--- src/atsr_regs.vh ---
// Register offsets, field positions, reset values and timing counts of the snoop response block.
`ifndef ATSR_REGS_VH
`define ATSR_REGS_VH
`define ATSR_ADDR_CFG        12'h000
`define ATSR_ADDR_CTRL       12'h004
`define ATSR_ADDR_STATUS     12'h008
`define ATSR_CFG_PRIO_EN     31
`define ATSR_CFG_NEGA_DIS    29
`define ATSR_CFG_NEGB_DIS    7
`define ATSR_CFG_RESET       32'h00000000
`define ATSR_CFG_MASK        32'hA0000080
`define ATSR_CTRL_VAR_LO     0
`define ATSR_CTRL_VAR_HI     1
`define ATSR_CTRL_ONE_WAY    2
`define ATSR_CTRL_EARLY      3
`define ATSR_CTRL_RESET      4'h0
`define ATSR_VAR_A           2'h0
`define ATSR_VAR_B           2'h1
`define ATSR_VAR_C           2'h2
`define ATSR_RETRY_AGE       3'h2
`define ATSR_WITHHOLD_CYC    2'h1
`endif

--- src/atsr_core.v ---
// Address termination and snoop response logic with an APB register slave.
`timescale 1ns/1ps
`include "atsr_regs.vh"

module atsr_core (
	input  wire        pclk,
	input  wire        presetn,
	input  wire        psel,
	input  wire        penable,
	input  wire        pwrite,
	input  wire [11:0] paddr,
	input  wire [31:0] pwdata,
	output reg  [31:0] prdata,
	output reg         pready,
	output reg         pslverr,
	input  wire        transfer_start_n,
	input  wire        extended_transfer_start_n,
	input  wire        address_acknowledge_n,
	input  wire        address_bus_busy_n,
	input  wire        address_retry_in_n,
	input  wire        snoop_shared_in_n,
	input  wire        priority_snoop_request_n,
	input  wire        own_start,
	input  wire        own_read,
	input  wire        own_data_active,
	input  wire        own_request,
	input  wire [1:0]  cache_way,
	input  wire        touch_load,
	input  wire        snoop_retry_needed,
	input  wire        snoop_hit_modified,
	input  wire        snoop_keeps_shared,
	output reg         address_oe_n,
	output reg  [1:0]  cache_way_select,
	output reg         cache_way_select_oe_n,
	output reg         address_retry_out,
	output reg         address_retry_oe_n,
	output reg         snoop_shared_out,
	output reg         snoop_shared_oe_n,
	output reg         bus_request_n,
	output reg         priority_slot_open,
	output reg         repeat_tenure,
	output reg         data_abort,
	output reg         push_next,
	output reg         alloc_shared,
	output reg         alloc_exclusive
);

// ----------------------------------------------------------------------
// Pin synchronisers
// ----------------------------------------------------------------------
	reg [5:0] meta_ff;
	reg [5:0] sync_ff;

	always @(posedge pclk or negedge presetn) begin
		if (!presetn) begin
			meta_ff <= 6'h3F;
			sync_ff <= 6'h3F;
		end else begin
			meta_ff <= {priority_snoop_request_n, snoop_shared_in_n, address_retry_in_n,
				address_bus_busy_n, address_acknowledge_n,
				transfer_start_n & extended_transfer_start_n};
			sync_ff <= meta_ff;
		end
	end

	wire ts_s    = ~sync_ff[0];
	wire address_acknowledge_s  = ~sync_ff[1];
	wire abb_s   = ~sync_ff[2];
	wire retry_s = ~sync_ff[3];
	wire shd_s   = ~sync_ff[4];
	wire prio_s  = ~sync_ff[5];

// ----------------------------------------------------------------------
// Registers and APB slave
// ----------------------------------------------------------------------
	reg  [31:0] cfg_ff;
	reg  [3:0]  ctrl_ff;
	reg  [31:0] status_w;
	wire        acc      = psel & penable & ~pready;
	wire        wr_go    = psel & penable & pready & pwrite;
	wire        hit_cfg  = (paddr == `ATSR_ADDR_CFG);
	wire        hit_ctrl = (paddr == `ATSR_ADDR_CTRL);
	wire        hit_stat = (paddr == `ATSR_ADDR_STATUS);
	wire [1:0]  variant  = ctrl_ff[`ATSR_CTRL_VAR_HI:`ATSR_CTRL_VAR_LO];

	always @(posedge pclk or negedge presetn) begin
		if (!presetn) begin
			cfg_ff  <= `ATSR_CFG_RESET;
			ctrl_ff <= `ATSR_CTRL_RESET;
			pready  <= 1'b0;
			pslverr <= 1'b0;
			prdata  <= 32'h00000000;
		end else begin
			pready  <= acc;
			pslverr <= acc & ~(hit_cfg | hit_ctrl | hit_stat);
			prdata  <= 32'h00000000;
			if (wr_go && hit_cfg) begin
				cfg_ff <= pwdata & `ATSR_CFG_MASK;
			end
			if (wr_go && hit_ctrl) begin
				ctrl_ff <= pwdata[3:0];
			end
			if (acc && !pwrite) begin
				if (hit_cfg) begin
					prdata <= cfg_ff;
				end else if (hit_ctrl) begin
					prdata <= {28'h0000000, ctrl_ff};
				end else if (hit_stat) begin
					prdata <= status_w;
				end
			end
		end
	end

// ----------------------------------------------------------------------
// Own address tenure as bus master
// ----------------------------------------------------------------------
	localparam M_IDLE  = 2'h0;
	localparam M_ADDR  = 2'h1;
	localparam M_RSMP  = 2'h2;

	reg [1:0] mst_ff;
	reg [1:0] nxt_mst;
	reg [2:0] mage_ff;
	reg       mread_ff;
	reg       retry_early_ff;
	reg       retried_w;

	always @* begin
		nxt_mst   = mst_ff;
		retried_w = 1'b0;
		case (mst_ff)
			M_IDLE: begin
				if (own_start) begin
					nxt_mst = M_ADDR;
				end
			end
			M_ADDR: begin
				if (address_acknowledge_s) begin
					nxt_mst = M_RSMP;
				end
			end
			M_RSMP: begin
				retried_w = retry_s | retry_early_ff;
				nxt_mst   = M_IDLE;
			end
			default: begin
				nxt_mst = M_IDLE;
			end
		endcase
	end

	always @(posedge pclk or negedge presetn) begin
		if (!presetn) begin
			mst_ff                <= M_IDLE;
			mage_ff               <= 3'h0;
			mread_ff              <= 1'b0;
			retry_early_ff        <= 1'b0;
			address_oe_n          <= 1'b1;
			cache_way_select      <= 2'h0;
			cache_way_select_oe_n <= 1'b1;
			repeat_tenure         <= 1'b0;
			data_abort            <= 1'b0;
			alloc_shared          <= 1'b0;
			alloc_exclusive       <= 1'b0;
		end else begin
			mst_ff <= nxt_mst;
			if (own_start && mst_ff == M_IDLE) begin
				mage_ff        <= 3'h0;
				mread_ff       <= own_read;
				retry_early_ff <= 1'b0;
				if (ctrl_ff[`ATSR_CTRL_ONE_WAY] && touch_load) begin
					cache_way_select <= 2'h0;
				end else begin
					cache_way_select <= cache_way;
				end
			end else if (mst_ff == M_ADDR) begin
				if (mage_ff != 3'h7) begin
					mage_ff <= mage_ff + 3'h1;
				end
				if (ctrl_ff[`ATSR_CTRL_EARLY] && mage_ff >= 3'h1 && retry_s) begin
					retry_early_ff <= 1'b1;
				end
			end
			// Address and way outputs drive until acknowledge, then float.
			address_oe_n          <= ~(nxt_mst == M_ADDR);
			cache_way_select_oe_n <= ~(nxt_mst == M_ADDR);
			repeat_tenure         <= retried_w;
			data_abort            <= retried_w & own_data_active;
			alloc_shared          <= (mst_ff == M_RSMP) & ~retried_w & mread_ff & shd_s;
			alloc_exclusive       <= (mst_ff == M_RSMP) & ~retried_w & mread_ff & ~shd_s;
		end
	end

// ----------------------------------------------------------------------
// Snoop response
// ----------------------------------------------------------------------
	localparam S_IDLE = 3'h0;
	localparam S_WAIT = 3'h1;
	localparam S_ACK1 = 3'h2;
	localparam S_NEG1 = 3'h3;
	localparam S_NEG2 = 3'h4;
	localparam S_NEG3 = 3'h5;

	reg [2:0] snp_ff;
	reg [2:0] nxt_snp;
	reg [2:0] sage_ff;
	reg       sretry_ff;
	reg       sshared_ff;
	reg       smod_ff;
	reg       drive_w;
	reg       pulse_w;
	wire      neg_off = (variant == `ATSR_VAR_A) ? cfg_ff[`ATSR_CFG_NEGA_DIS] :
		(variant == `ATSR_VAR_B) ? cfg_ff[`ATSR_CFG_NEGB_DIS] : 1'b0;

	always @* begin
		nxt_snp = snp_ff;
		drive_w = 1'b0;
		pulse_w = 1'b0;
		case (snp_ff)
			S_IDLE: begin
				if (ts_s && mst_ff == M_IDLE && !own_start) begin
					nxt_snp = S_WAIT;
				end
			end
			S_WAIT: begin
				drive_w = (sage_ff >= `ATSR_RETRY_AGE);
				if (address_acknowledge_s) begin
					nxt_snp = S_ACK1;
				end
			end
			S_ACK1: begin
				drive_w = 1'b1;
				nxt_snp = S_NEG1;
			end
			S_NEG1: begin
				// Variant C drives high at once; A and B float first.
				pulse_w = (variant == `ATSR_VAR_C);
				nxt_snp = S_NEG2;
			end
			S_NEG2: begin
				pulse_w = (variant != `ATSR_VAR_C) & ~neg_off;
				nxt_snp = S_NEG3;
			end
			S_NEG3: begin
				nxt_snp = S_IDLE;
			end
			default: begin
				nxt_snp = S_IDLE;
			end
		endcase
	end

	reg [1:0] hold_ff;
	reg       push_pend_ff;

	always @(posedge pclk or negedge presetn) begin
		if (!presetn) begin
			snp_ff             <= S_IDLE;
			sage_ff            <= 3'h0;
			sretry_ff          <= 1'b0;
			sshared_ff         <= 1'b0;
			smod_ff            <= 1'b0;
			address_retry_out  <= 1'b1;
			address_retry_oe_n <= 1'b1;
			snoop_shared_out   <= 1'b1;
			snoop_shared_oe_n  <= 1'b1;
			hold_ff            <= 2'h0;
			push_pend_ff       <= 1'b0;
			bus_request_n      <= 1'b1;
			push_next          <= 1'b0;
			priority_slot_open <= 1'b0;
		end else begin
			snp_ff <= nxt_snp;
			if (snp_ff == S_IDLE) begin
				sage_ff    <= 3'h1;
				sretry_ff  <= snoop_retry_needed;
				sshared_ff <= snoop_keeps_shared | snoop_hit_modified;
				smod_ff    <= snoop_hit_modified;
			end else if (sage_ff != 3'h7) begin
				sage_ff <= sage_ff + 3'h1;
			end
			// Retry and shared pull low only while driving; otherwise float or pulse high.
			address_retry_oe_n <= ~((drive_w & sretry_ff) | (pulse_w & sretry_ff));
			address_retry_out  <= ~(drive_w & sretry_ff);
			snoop_shared_oe_n  <= ~((drive_w | pulse_w) & sshared_ff);
			snoop_shared_out   <= ~(drive_w & sshared_ff);
			push_next          <= (snp_ff == S_ACK1) & sretry_ff & smod_ff;
			if (snp_ff == S_ACK1 && sretry_ff && smod_ff) begin
				push_pend_ff <= 1'b1;
			end else if (push_pend_ff && !bus_request_n) begin
				push_pend_ff <= 1'b0;
			end
			if (retry_s && mst_ff == M_IDLE && hold_ff == 2'h0 && !push_pend_ff) begin
				hold_ff <= `ATSR_WITHHOLD_CYC;
			end else if (hold_ff != 2'h0) begin
				hold_ff <= hold_ff - 2'h1;
			end
			if (retried_w || (mst_ff == M_RSMP && retry_s)) begin
				bus_request_n <= 1'b1;
			end else if (snp_ff == S_NEG1 && push_pend_ff) begin
				bus_request_n <= 1'b0;
			end else if (hold_ff != 2'h0 || (retry_s && mst_ff == M_IDLE && !push_pend_ff)) begin
				bus_request_n <= 1'b1;
			end else begin
				bus_request_n <= ~(own_request | push_pend_ff);
			end
			priority_slot_open <= cfg_ff[`ATSR_CFG_PRIO_EN] & prio_s;
		end
	end

	always @* begin
		status_w = {21'h000000, push_pend_ff, hold_ff, snp_ff, mst_ff, prio_s, abb_s,
			~bus_request_n};
	end

endmodule

--- config.mk ---
export PLATFORM = sky130hd
export DESIGN_NAME = atsr_core
export DESIGN_NICKNAME = d
export VERILOG_FILES = /design/src/atsr_core.v
export VERILOG_INCLUDE_DIRS = /design/src
export SDC_FILE = /design/constraint.sdc
export NUM_CORES = 1
export LEC_CHECK = 0
export BUFFER_PORTS_ARGS = -buffer_cell sky130_fd_sc_hd__buf_2
export CAP_MARGIN = 10
export CORE_MARGIN = 3
export CORE_UTILIZATION = 40
export DETAILED_ROUTE_END_ITERATION = 7
export PLACE_DENSITY = 0.71
export SLEW_MARGIN = 10
export SYNTH_ARGS = -nofsm -noshare
export SYNTH_HDL_FRONTEND = slang
export SYNTH_SLANG_ARGS = --single-unit
--- constraint.sdc ---
create_clock -name pclk -period 4 [get_ports pclk]
set_clock_uncertainty 0.2 [all_clocks]
set_input_delay 0.2 -clock pclk [delete_from_list [all_inputs] [get_ports pclk]]
set_output_delay 0.2 -clock pclk [all_outputs]
set_load 0.01 [all_outputs]
; Word-level counts from Yosys, hierarchy flattened
; Index checks and enable logic that the tools add are counted.
[op_classes]
addsub = 3
order_cmp = 2
n_eq_ne = 16
mux = 31
n_bitwise = 42
reduce_logical = 39
[op_table]
columns = cell, count
row1 = $mux W32, 2
row2 = $mux W11, 2
row3 = $mux W3, 7
row4 = $and A1 B1 Y1, 19
row5 = $logic_and A1 B1 Y1, 18
row6 = $not A1 Y1, 16
row7 = $pmux W3 S5, 1
row8 = $reduce_bool A2 Y1, 7
row9 = $eq A12 B3 Y1 const B, 1
row10 = $eq A12 B4 Y1 const B, 1
row11 = $logic_not A12 Y1, 1
row12 = $mux W1, 11
row13 = $mux W2, 5
row14 = $or A1 B1 Y1, 7
row15 = $add A3 B1 Y3 const B, 2
row16 = $eq A2 B1 Y1 const B, 3
row17 = $eq A3 B2 Y1 const B, 2
row18 = $logic_not A2 Y1, 3
row19 = $ne A2 B2 Y1 const B, 3
row20 = $ne A3 B3 Y1 const B, 2
row21 = $reduce_and A2 Y1, 3
row22 = $eq A2 B2 Y1 const B, 2
row23 = $logic_not A1 Y1, 4
row24 = $pmux W1 S2, 2
row25 = other kinds (8), 9
[word_totals]
regBits = 86
in_bits = 66
elab_cells = 164

; Longest topological paths before layout
; Gate-level depths: netlist of run 1.
[logic_depth]
word_depth = 9
mapped_depth = 5

; Worst setup path after synthesis of run 1
; OpenSTA, ideal clock, no wires.
[synth_timing]
kind = reg-to-reg
from = register snp_ff[2]
to = register smod_ff
setup_time_ns = 0.125
t_arrival_ns = 1.351
required_ns = 3.675
path_slack_ns = 2.324
path_stages_with_launch = 4
n_path_buf = 1
period_less_slack_ns = 1.676
path_cell_list = dfrtp_1 clkbuf_1 nor3_1 mux2_2
[synth_via]
elab_chain_cells = 1
[synth_lines]
columns = item, line_no
row1 = "start, declared", atsr_core.v:205  ; reg [2:0] snp_ff;
row2 = "start signal, assigned", atsr_core.v:274  ; snp_ff <= nxt_snp;
row3 = $logic_not A3 Y1, atsr_core.v:275  ; if (snp_ff == S_IDLE) begin
row4 = "end signal, assigned", atsr_core.v:279  ; smod_ff <= snoop_hit_modified;
row5 = "end, declared", atsr_core.v:210  ; reg smod_ff;
; No other way between the ends.
; A chain may end at the register's enable or synchronous reset.

; Worst setup path after layout of run 1
[layout_timing]
from = register mst_ff[0]
to = register cache_way_select[1]
[layout_via]
elab_chain_cells = 2
[layout_lines]
columns = item, line_no
row1 = "start, declared", atsr_core.v:122  ; reg [1:0] mst_ff;
row2 = "start signal, assigned", atsr_core.v:167  ; mst_ff <= nxt_mst;
row3 = $logic_not A2 Y1, atsr_core.v:168  ; if (own_start && mst_ff == M_IDLE) begin
row4 = $logic_and A1 B1 Y1, atsr_core.v:168
row5 = "end signal, assigned", atsr_core.v:175  ; cache_way_select <= cache_way;
row6 = "end, declared", atsr_core.v:33  ; output reg [1:0] cache_way_select,
; No other way between the ends.

==> results.ini, run 1 <==
[outcome]
outcome = completed

[grt]
antenna_found_initial = 0
grt.total_usage_pct = 14.2
grt.overflow.total = 0
grt_pass1_wl_um = 9310
grt_start_max_net_pins = 40
grt_pass1_vias = 2004

[worst_setup_path]
crit_arrival_ps = 2340
worst-path-max-fanout = 13
path_cells = nor3b_1 -> nand3_1 -> dlygate4sd3_1 -> o21ai_0
slowest_delay_ps = 670
end_kind = register
slowest_stage = nor3b_1
setup.worst_path.start_class = register
setup.worst_path.class = register to register
reg2reg_depth = 4
cp.required_ps = 4060

[yosys]
synth-edff-count = 0
synthesis.area_sq_um = 2950
syn_area_per_cell_sq_um = 12.7
netlist_instances = 232
ys.flop_type = dfrtp_1
synth_warnings = 0
synthDistinctLibCells = 53
synth.area.top_cells = dfrtp_1 (42%), dfstp_2 (16%), buf_4 (5.1%)
ys_seq_area_share_pct = 57.7
yosysTopAreaCell = dfrtp_1
synth-seq-cells = 67
yosysTopAreaCellShare_pct = 41.6
synthArstFlopShare_pct = 100

[cells_and_area]
areaGrowthSynthToFinish_pct = 29.1
num-fill-cells = 629
final_core_util_pct = 54.5
finalInstanceArea_sq_um = 3800
fin_nets = 406
fin_cells = 435
multiInputGateArea_sq_um = 1110
ff_latch_area_sq_um = 1700
drive_above_1_share_pct = 36.9
diodes = 0

[routing]
drtIter0Drc = 76
routedWlPerCell_um = 12.8
wl_um = 5590
firstDrtPassIters = 4
post_drt_via_cell_ratio = 4.76
vias = 2071
drc = 0
postRouteAntennaNets = 0

[timing]
setup_violations = 0
worst_slack_ps = 1720
finalCritPeriodShare_pct = 57.0
tightest_slew_ps = 827
slew_violations = 0
finalHoldViolations = 0
slew_headroom_pct = 44.9
clock.fmax_ghz = 0.438
timing.hold.ws_ps = 11.3
fin_tns_setup_ps = 0
fin_crit_ps = 2280
rsz0062_at_grt = false

[clock_network]
cts.repair.resized = 0
cts_tree = done
cts_max_path_buffers = 2
cts_buffers = 9
path_clk_slew_ps = 70
clkSinkCount = 67
clock_latency_ps = 340
holdBufCountCts = 27
post_cts_buffers = 0
clockRootBuffer = clkbuf_8
cts_max_level = 3

[die]
ioPinCount = 115
die_height_um = 91.8
row_count = 30
die-area_sq_um = 8430
initial_utilization_pct = 42.2
die_x_um = 91.8
core-area_sq_um = 6980

[hold_path]
hold-path-cell-count = 4
hold_path_class = input pin to register

[place]
dp_hpwl_um = 3940
pre_cts_ws_ps = 1880
numPortBuffers = 70
place_congestion = 0.731
placed_area_sq_um = 3320
dpl.cell_count = 392

[power]
totalPowerFinal_mw = 1.91
ir_worst_vdd_uv = 213
power_density_nw_per_um2 = 503
p_leak_nw = 1.87

[job]
max_cap_viol_count = 0

## worst paths after layout
check                                 endpoint  slack [ps]       start
setup / recovery           cache_way_select[1]        1720   mst_ff[0]
hold / removal             cache_way_select[0]          10  touch_load
setup reg to reg           cache_way_select[1]        1720   mst_ff[0]
hold reg to reg                     sync_ff[3]         150  meta_ff[3]
max in group asynchronous           meta_ff[3]        2400     presetn
min in group asynchronous   priority_slot_open         300     presetn
## synthesized netlist by cell type (5+ instances only)
library cell  instances
dfrtp_1              49
buf_4                20
dfstp_2              18
nor2_1               14
and2_1               10
inv_1                 9
mux2_2                8
nand2_1               7
ha_1                  6
nand4_1               6
a211oi_1              5
a21oi_1               5
nor2b_1               5
## cells in the final DEF, fill, tap and decap left out, types with 3 or more instances in the layout
cell            n
nand2_1         7
dfrtp_1        49
clkbuf_8       12
mux2_4          3
nor3b_1         4
ha_1            6
o21ai_0         4
dfstp_2        18
and2_1         10
mux2i_1         3
mux2_2          8
a21o_1          3
nor2b_1         5
nand4b_1        4
conb_1         19
nor2_1         14
a211oi_1        5
dlygate4sd3_1  27
inv_1           9
a21oi_1         5
nor4bb_1        3
buf_2          70
nand3_1         3
a22o_1          4
nand4_1         6
## where the power goes
group	switching (mW)	leakage [nW]	internal, mW
clock	0.244	0.108	0.337
combinational	0.205	0.925	0.217
sequential	0.103	0.839	0.808
## kinds of logic (layout without fill, tap and decap cells)
logic type                 count (synthesis)  in the layout  share of synthesized area [%]
and+or+nand+nor                           76             76                           18.3
DFF                                       67             67                           57.7
buffers and inverters                     34            123                           6.96
AOI/OAI and AO/OA                         33             33                           8.54
muxes                                     14             14                           5.61
adders and majority gates                  6              6                           2.55
other                                      1             19                          0.127
xor gates and xnor gates                   1              1                          0.297
## registers in the layout, indices dropped and copies added (netlist names), 2 cells and up
name and count:
prdata 13, cache_way_select 2, sync_ff 6, meta_ff 6, mst_ff 2, cfg_ff 3, snp_ff 3, mage_ff 3
sage_ff 3, ctrl_ff 4, hold_ff 2
## per-layer routing
layer	up-vias	share of wire (%)	GRT usage, %
met5	-	0	0
met4	0	2.5	7.92
met3	13	6.1	3.28
met2	67	49	22.6
met1	989	42	17.8
li1	1002	-	-
## worst max-delay path, delay by kind of cell (launching register included)
kind	cells	cell delay [ps]
flops	1	530
compound gates	1	80
simple gates	2	810
buf+inv	1	590
## layout make-up
class / count / area share, %
clock inverters: 4 / 1.25
inverters: 9 / 0.888
repair buffers: 98 / 16.5
flip-flops and latches: 67 / 44.7
clock buffers: 12 / 4.34
multi-input cells: 149 / 29.2
well taps: 96 / 3.16
No activity file was read; power rests on OpenSTA's default activity.
==> run 2: changes to the inputs <==
==> constraint.sdc (replaced) <==
create_clock -name pclk -period 2.2 [get_ports pclk]
set_clock_uncertainty 0.2 [all_clocks]
set_input_delay 0.11 -clock pclk [delete_from_list [all_inputs] [get_ports pclk]]
set_output_delay 0.11 -clock pclk [all_outputs]
set_load 0.01 [all_outputs]
==> results.ini, run 2 (same netlist as run 1, synthesis figures left out) <==
[clock_network]
cts_tree = done
path_clk_slew_ps = 70
cts_buffers = 9
clkSinkCount = 67
post_cts_buffers = 0
clockRootBuffer = clkbuf_8
cts_max_path_buffers = 2
cts_max_level = 3
clock_latency_ps = 340

[worst_setup_path]
worst-path-max-fanout = 5
cp.required_ps = 2250
setup.worst_path.class = input pin to register
path_cells = dlygate4sd3_1 -> buf_2 -> nor4b_4 -> dlygate4sd3_1 -> nand4_1 -> a211oi_2
end_kind = register
slowest_delay_ps = 640
crit_arrival_ps = 2150
slowest_stage = dlygate4sd3_1
crit_family = buffers and inverters
setup.worst_path.start_class = input pin
crit_buf_inv = 3
cp_common_cell = dlygate4sd3_1

[die]
row_count = 30
die_x_um = 91.8
die-area_sq_um = 8430
ioPinCount = 115
core-area_sq_um = 6980
initial_utilization_pct = 42.2
die_height_um = 91.8

[cells_and_area]
drive_above_1_share_pct = 37.4
fin_nets = 420
regMostFlops = prdata
diodes = 0
areaGrowthSynthToFinish_pct = 35.5
final_cell_mix = buf_2 (70), dfrtp_1 (49), dlygate4sd3_1 (35), conb_1 (19), dfstp_2 (18)
reg.largest.list = prdata: 13 flops, meta_ff: 6 flops, sync_ff: 6 flops
mostFrequentLayoutCell = buf_2
largest_reg_flops = 13

[grt]
grt.overflow.total = 0
grt_start_max_net_pins = 34
grt.total_usage_pct = 14.5
grt_pass1_wl_um = 9720
grt_pass1_vias = 2128
antenna_found_initial = 0

[place]
pre_cts_ws_ps = 444
dp_hpwl_um = 4150
numPortBuffers = 70
place_congestion = 0.737

[outcome]
outcome = completed

[timing]
slew_violations = 0
rsz0062_at_grt = false
fin_crit_ps = 2090
worst_slack_ps = 107
finalHoldViolations = 0
finalCritPeriodShare_pct = 95.1
setup_violations = 0
fin_tns_setup_ps = 0
clock.fmax_ghz = 0.478

[routing]
drtIter0Drc = 84
postRouteAntennaNets = 0
vias = 2152
routedWlPerCell_um = 13.5
post_drt_via_cell_ratio = 4.79
drc = 0
firstDrtPassIters = 4
wl_um = 6050

[power]
ir_worst_vdd_uv = 385
power_density_nw_per_um2 = 933
p_leak_nw = 1.97

[hold_path]
hold_path_class = input pin to register

[job]
max_cap_viol_count = 0

==> run 2: changes by cell type in the layout (fill, tap and decap cells not counted), sizes merged <==
cell	before	now
bufinv	1	3
clkinv	2	1
dlygate4sd3	27	35
clkbuf	12	10
buf	71	77
inv	9	10
==> run 2: final timing paths <==
path / slack, ps / depth (start not counted) / start / end
max in group asynchronous: 1080 / 3 / presetn / address_retry_oe_n
hold reg to reg: 160 / 0 / meta_ff[4] / sync_ff[4]
setup / recovery: 110 / 6 / paddr[1] / prdata[3]
min in group asynchronous: 70 / 2 / presetn / prdata[2]
setup reg to reg: 250 / 5 / mst_ff[0] / cache_way_select[1]
hold / removal: 30 / 4 / paddr[11] / cfg_ff[31]
==> run 2: cell type report <==
type / instances / area, sq um
Sequential cell: 67 / 1700
Tap cell: 96 / 120
Timing Repair Buffer: 112 / 766
Fill cell: 617 / 2990
Clock inverter: 6 / 111
Multi-Input combinational cell: 149 / 1120
Inverter: 9 / 33.8
Clock buffer: 10 / 138
==> run 2: report_power, final <==
group | leakage [nW] | internal (mW) | switching, mW
Clock | 0.123 | 0.785 | 0.473
Combinational | 1.00 | 0.427 | 0.382
Sequential | 0.839 | 1.47 | 0.189
==> run 2: metrics by stage <==
stage | hold slack, ps | util (%) | cell area (sq um) | cells | total power [mW]
after floorplan | -386 | - | 3010 | 250 | 2.19
after global placement | -115 | 48.4 | 3380 | 398 | 2.41
after detailed placement | -110 | 48.4 | 3380 | 398 | 2.45
after CTS | 19.7 | 57.0 | 3980 | 449 | 3.75
after global routing | 38.9 | 57.2 | 3990 | 449 | 3.94
final | 29.2 | 57.2 | 3990 | 449 | 3.73
==> run 2: what timing repair did <==
action	in CTS	in global routing
endpoints found under the setup margin	0	4
hold buffers	35	0
hold endpoints to repair	83	0
resized for setup	0	2
==> run 2: layer usage <==
metal	GRT usage (%)	share of wire, %
met4	5.45	1.3
met3	3.61	5.6
met2	24.7	51
met1	17.8	42
met5	0	0
==> run 2: worst register-to-register path, stage by stage (launching register included) <==
cell	delay (ps)
dfrtp_1	540
nor3b_1	250
buf_4	180
nand3_1	70
dlygate4sd3_1	550
o21ai_0	80
==> run 3: changes to the inputs <==
--- a/config.mk
+++ b/config.mk
@@ -12,6 +12,7 @@
 export CORE_UTILIZATION = 40
 export DETAILED_ROUTE_END_ITERATION = 7
 export PLACE_DENSITY = 0.71
+export REMOVE_ABC_BUFFERS = 1
 export SLEW_MARGIN = 10
 export SYNTH_ARGS = -nofsm -noshare
 export SYNTH_HDL_FRONTEND = slang
==> results.ini, run 3 (same netlist as run 1, synthesis figures left out) <==
[worst_setup_path]
crit_arrival_ps = 2130
rr_startpoint = mst_ff[0]
setup.worst_path.start_class = input pin
reg2reg_depth = 5
worst-path-max-fanout = 4
end_kind = register
cp.required_ps = 2230
critPathLaunch = paddr[2]
setup.worst_path.class = input pin to register

[clock_network]
path_clk_slew_ps = 70
clockRootBuffer = clkbuf_8
cts_max_level = 3
clock_latency_ps = 340
cts_buffers = 9
cts.repair.resized = 0
clkSinkCount = 67
cts_tree = done
cts_max_path_buffers = 2

[hold_path]
hold-path-cell-count = 3
hold_path_class = input pin to register
worstHoldStart = pwrite

[grt]
antenna_found_initial = 0
grt.overflow.total = 0
grt_start_max_net_pins = 28
grt_pass1_wl_um = 9640
grt.total_usage_pct = 14.3
grt_pass1_vias = 2142

[timing]
fin_tns_setup_ps = 0
slew_headroom_pct = 61.6
setup_violations = 0
tightest_slew_ps = 576
fin_crit_ps = 2100
slew_violations = 0
finalHoldViolations = 0
finalCritPeriodShare_pct = 95.2
clock.fmax_ghz = 0.477
timing.hold.ws_ps = 19.3
rsz0062_at_grt = false

[power]
p_leak_nw = 1.94
ir_worst_vdd_uv = 428
totalPowerFinal_mw = 3.70
power_density_nw_per_um2 = 937

[outcome]
outcome = completed

[cells_and_area]
largest_reg_flops = 13
regMostFlops = prdata
mostFrequentLayoutCell = buf_2
fin_nets = 419
areaGrowthSynthToFinish_pct = 34.0
final_cell_mix = buf_2 (70), dfrtp_1 (49), dlygate4sd3_1 (34), conb_1 (19), dfstp_2 (18)
finalInstanceArea_sq_um = 3950
drive_above_1_share_pct = 36.9
num-fill-cells = 598
final_core_util_pct = 56.5
reg.largest.list = prdata: 13 flops, meta_ff: 6 flops, sync_ff: 6 flops
diodes = 0

[routing]
vias = 2141
post_drt_via_cell_ratio = 4.78
drtIter0Drc = 73
postRouteAntennaNets = 0
drc = 0
firstDrtPassIters = 4
routedWlPerCell_um = 13.1
wl_um = 5880

[die]
die_height_um = 91.8
core-area_sq_um = 6980
die_x_um = 91.8
row_count = 30
die-area_sq_um = 8430
initial_utilization_pct = 42.2
ioPinCount = 115

[job]
max_cap_viol_count = 0

[place]
dp_hpwl_um = 4050
placed_area_sq_um = 3370
numPortBuffers = 70
place_congestion = 0.723

run 3: cell types whose count changed in the layout (fill, tap and decap cells not counted), sizes merged:
cell	previous run	this run
clkinvlp	1	2
inv	10	9
dlygate4sd3	35	34
run 3: through the flow:
stage / setup slack (ps) / std cells
2_1_floorplan: 584 / 225
6_report: 105 / 448
5_1_grt: 28.2 / 448
4_1_cts: 107 / 448
3_5_place_dp: 494 / 398
3_3_place_gp: 522 / 398
run 3: worst paths after layout:
| path | slack, ps | to |
|---|---|---|
| worst max-delay path | 100 | prdata[1] |
| worst min-delay path | 20 | prdata[2] |
| worst max register to register | 220 | cache_way_select[0] |
| worst min register to register | 160 | sync_ff[3] |
| max in group asynchronous | 940 | sync_ff[4] |
| min in group asynchronous | 100 | prdata[6] |
run 3: repair_timing:
| action | 4_1_cts | 5_1_grt |
|---|---|---|
| setup buffers | 0 | 0 |
| hold endpoints to repair | 56 | 0 |
| hold buffers | 34 | 0 |
| endpoints found under the setup margin | 0 | 0 |
run 3: power breakdown:
| part | leakage [nW] | internal [mW] | total, mW | switching [mW] |
|---|---|---|---|---|
| combinational | 0.990 | 0.424 | 0.805 | 0.382 |
| sequential | 0.839 | 1.47 | 1.66 | 0.192 |
| clock | 0.113 | 0.755 | 1.23 | 0.479 |
run 3: cell type report:
| class | count | area, sq um | area share, % |
|---|---|---|---|
| clock inverter | 6 | 114 | 2.88 |
| inverter | 9 | 33.8 | 0.856 |
| sequential | 67 | 1700 | 43.0 |
| tap | 96 | 120 | 3.04 |
| clock buffer | 10 | 128 | 3.23 |
| timing repair buffer | 111 | 743 | 18.8 |
| multi-input combinational | 149 | 1110 | 28.1 |
run 3: worst max-delay path, cell delays in order:
cell,delay (ps)
dlygate4sd3_1,530
buf_2,150
nor4b_2,300
dlygate4sd3_1,640
nand4b_1,100
a211oi_1,280
run 3: metal layers:
| metal | track usage, % | vias to the layer above | part of all wire, % |
|---|---|---|---|
| li1 | - | 1028 | - |
| met1 | 18.1 | 1026 | 43 |
| met2 | 23.4 | 76 | 49 |
| met3 | 2.95 | 11 | 6.2 |
| met4 | 7.05 | 0 | 1.9 |
| met5 | 0 | - | 0 |
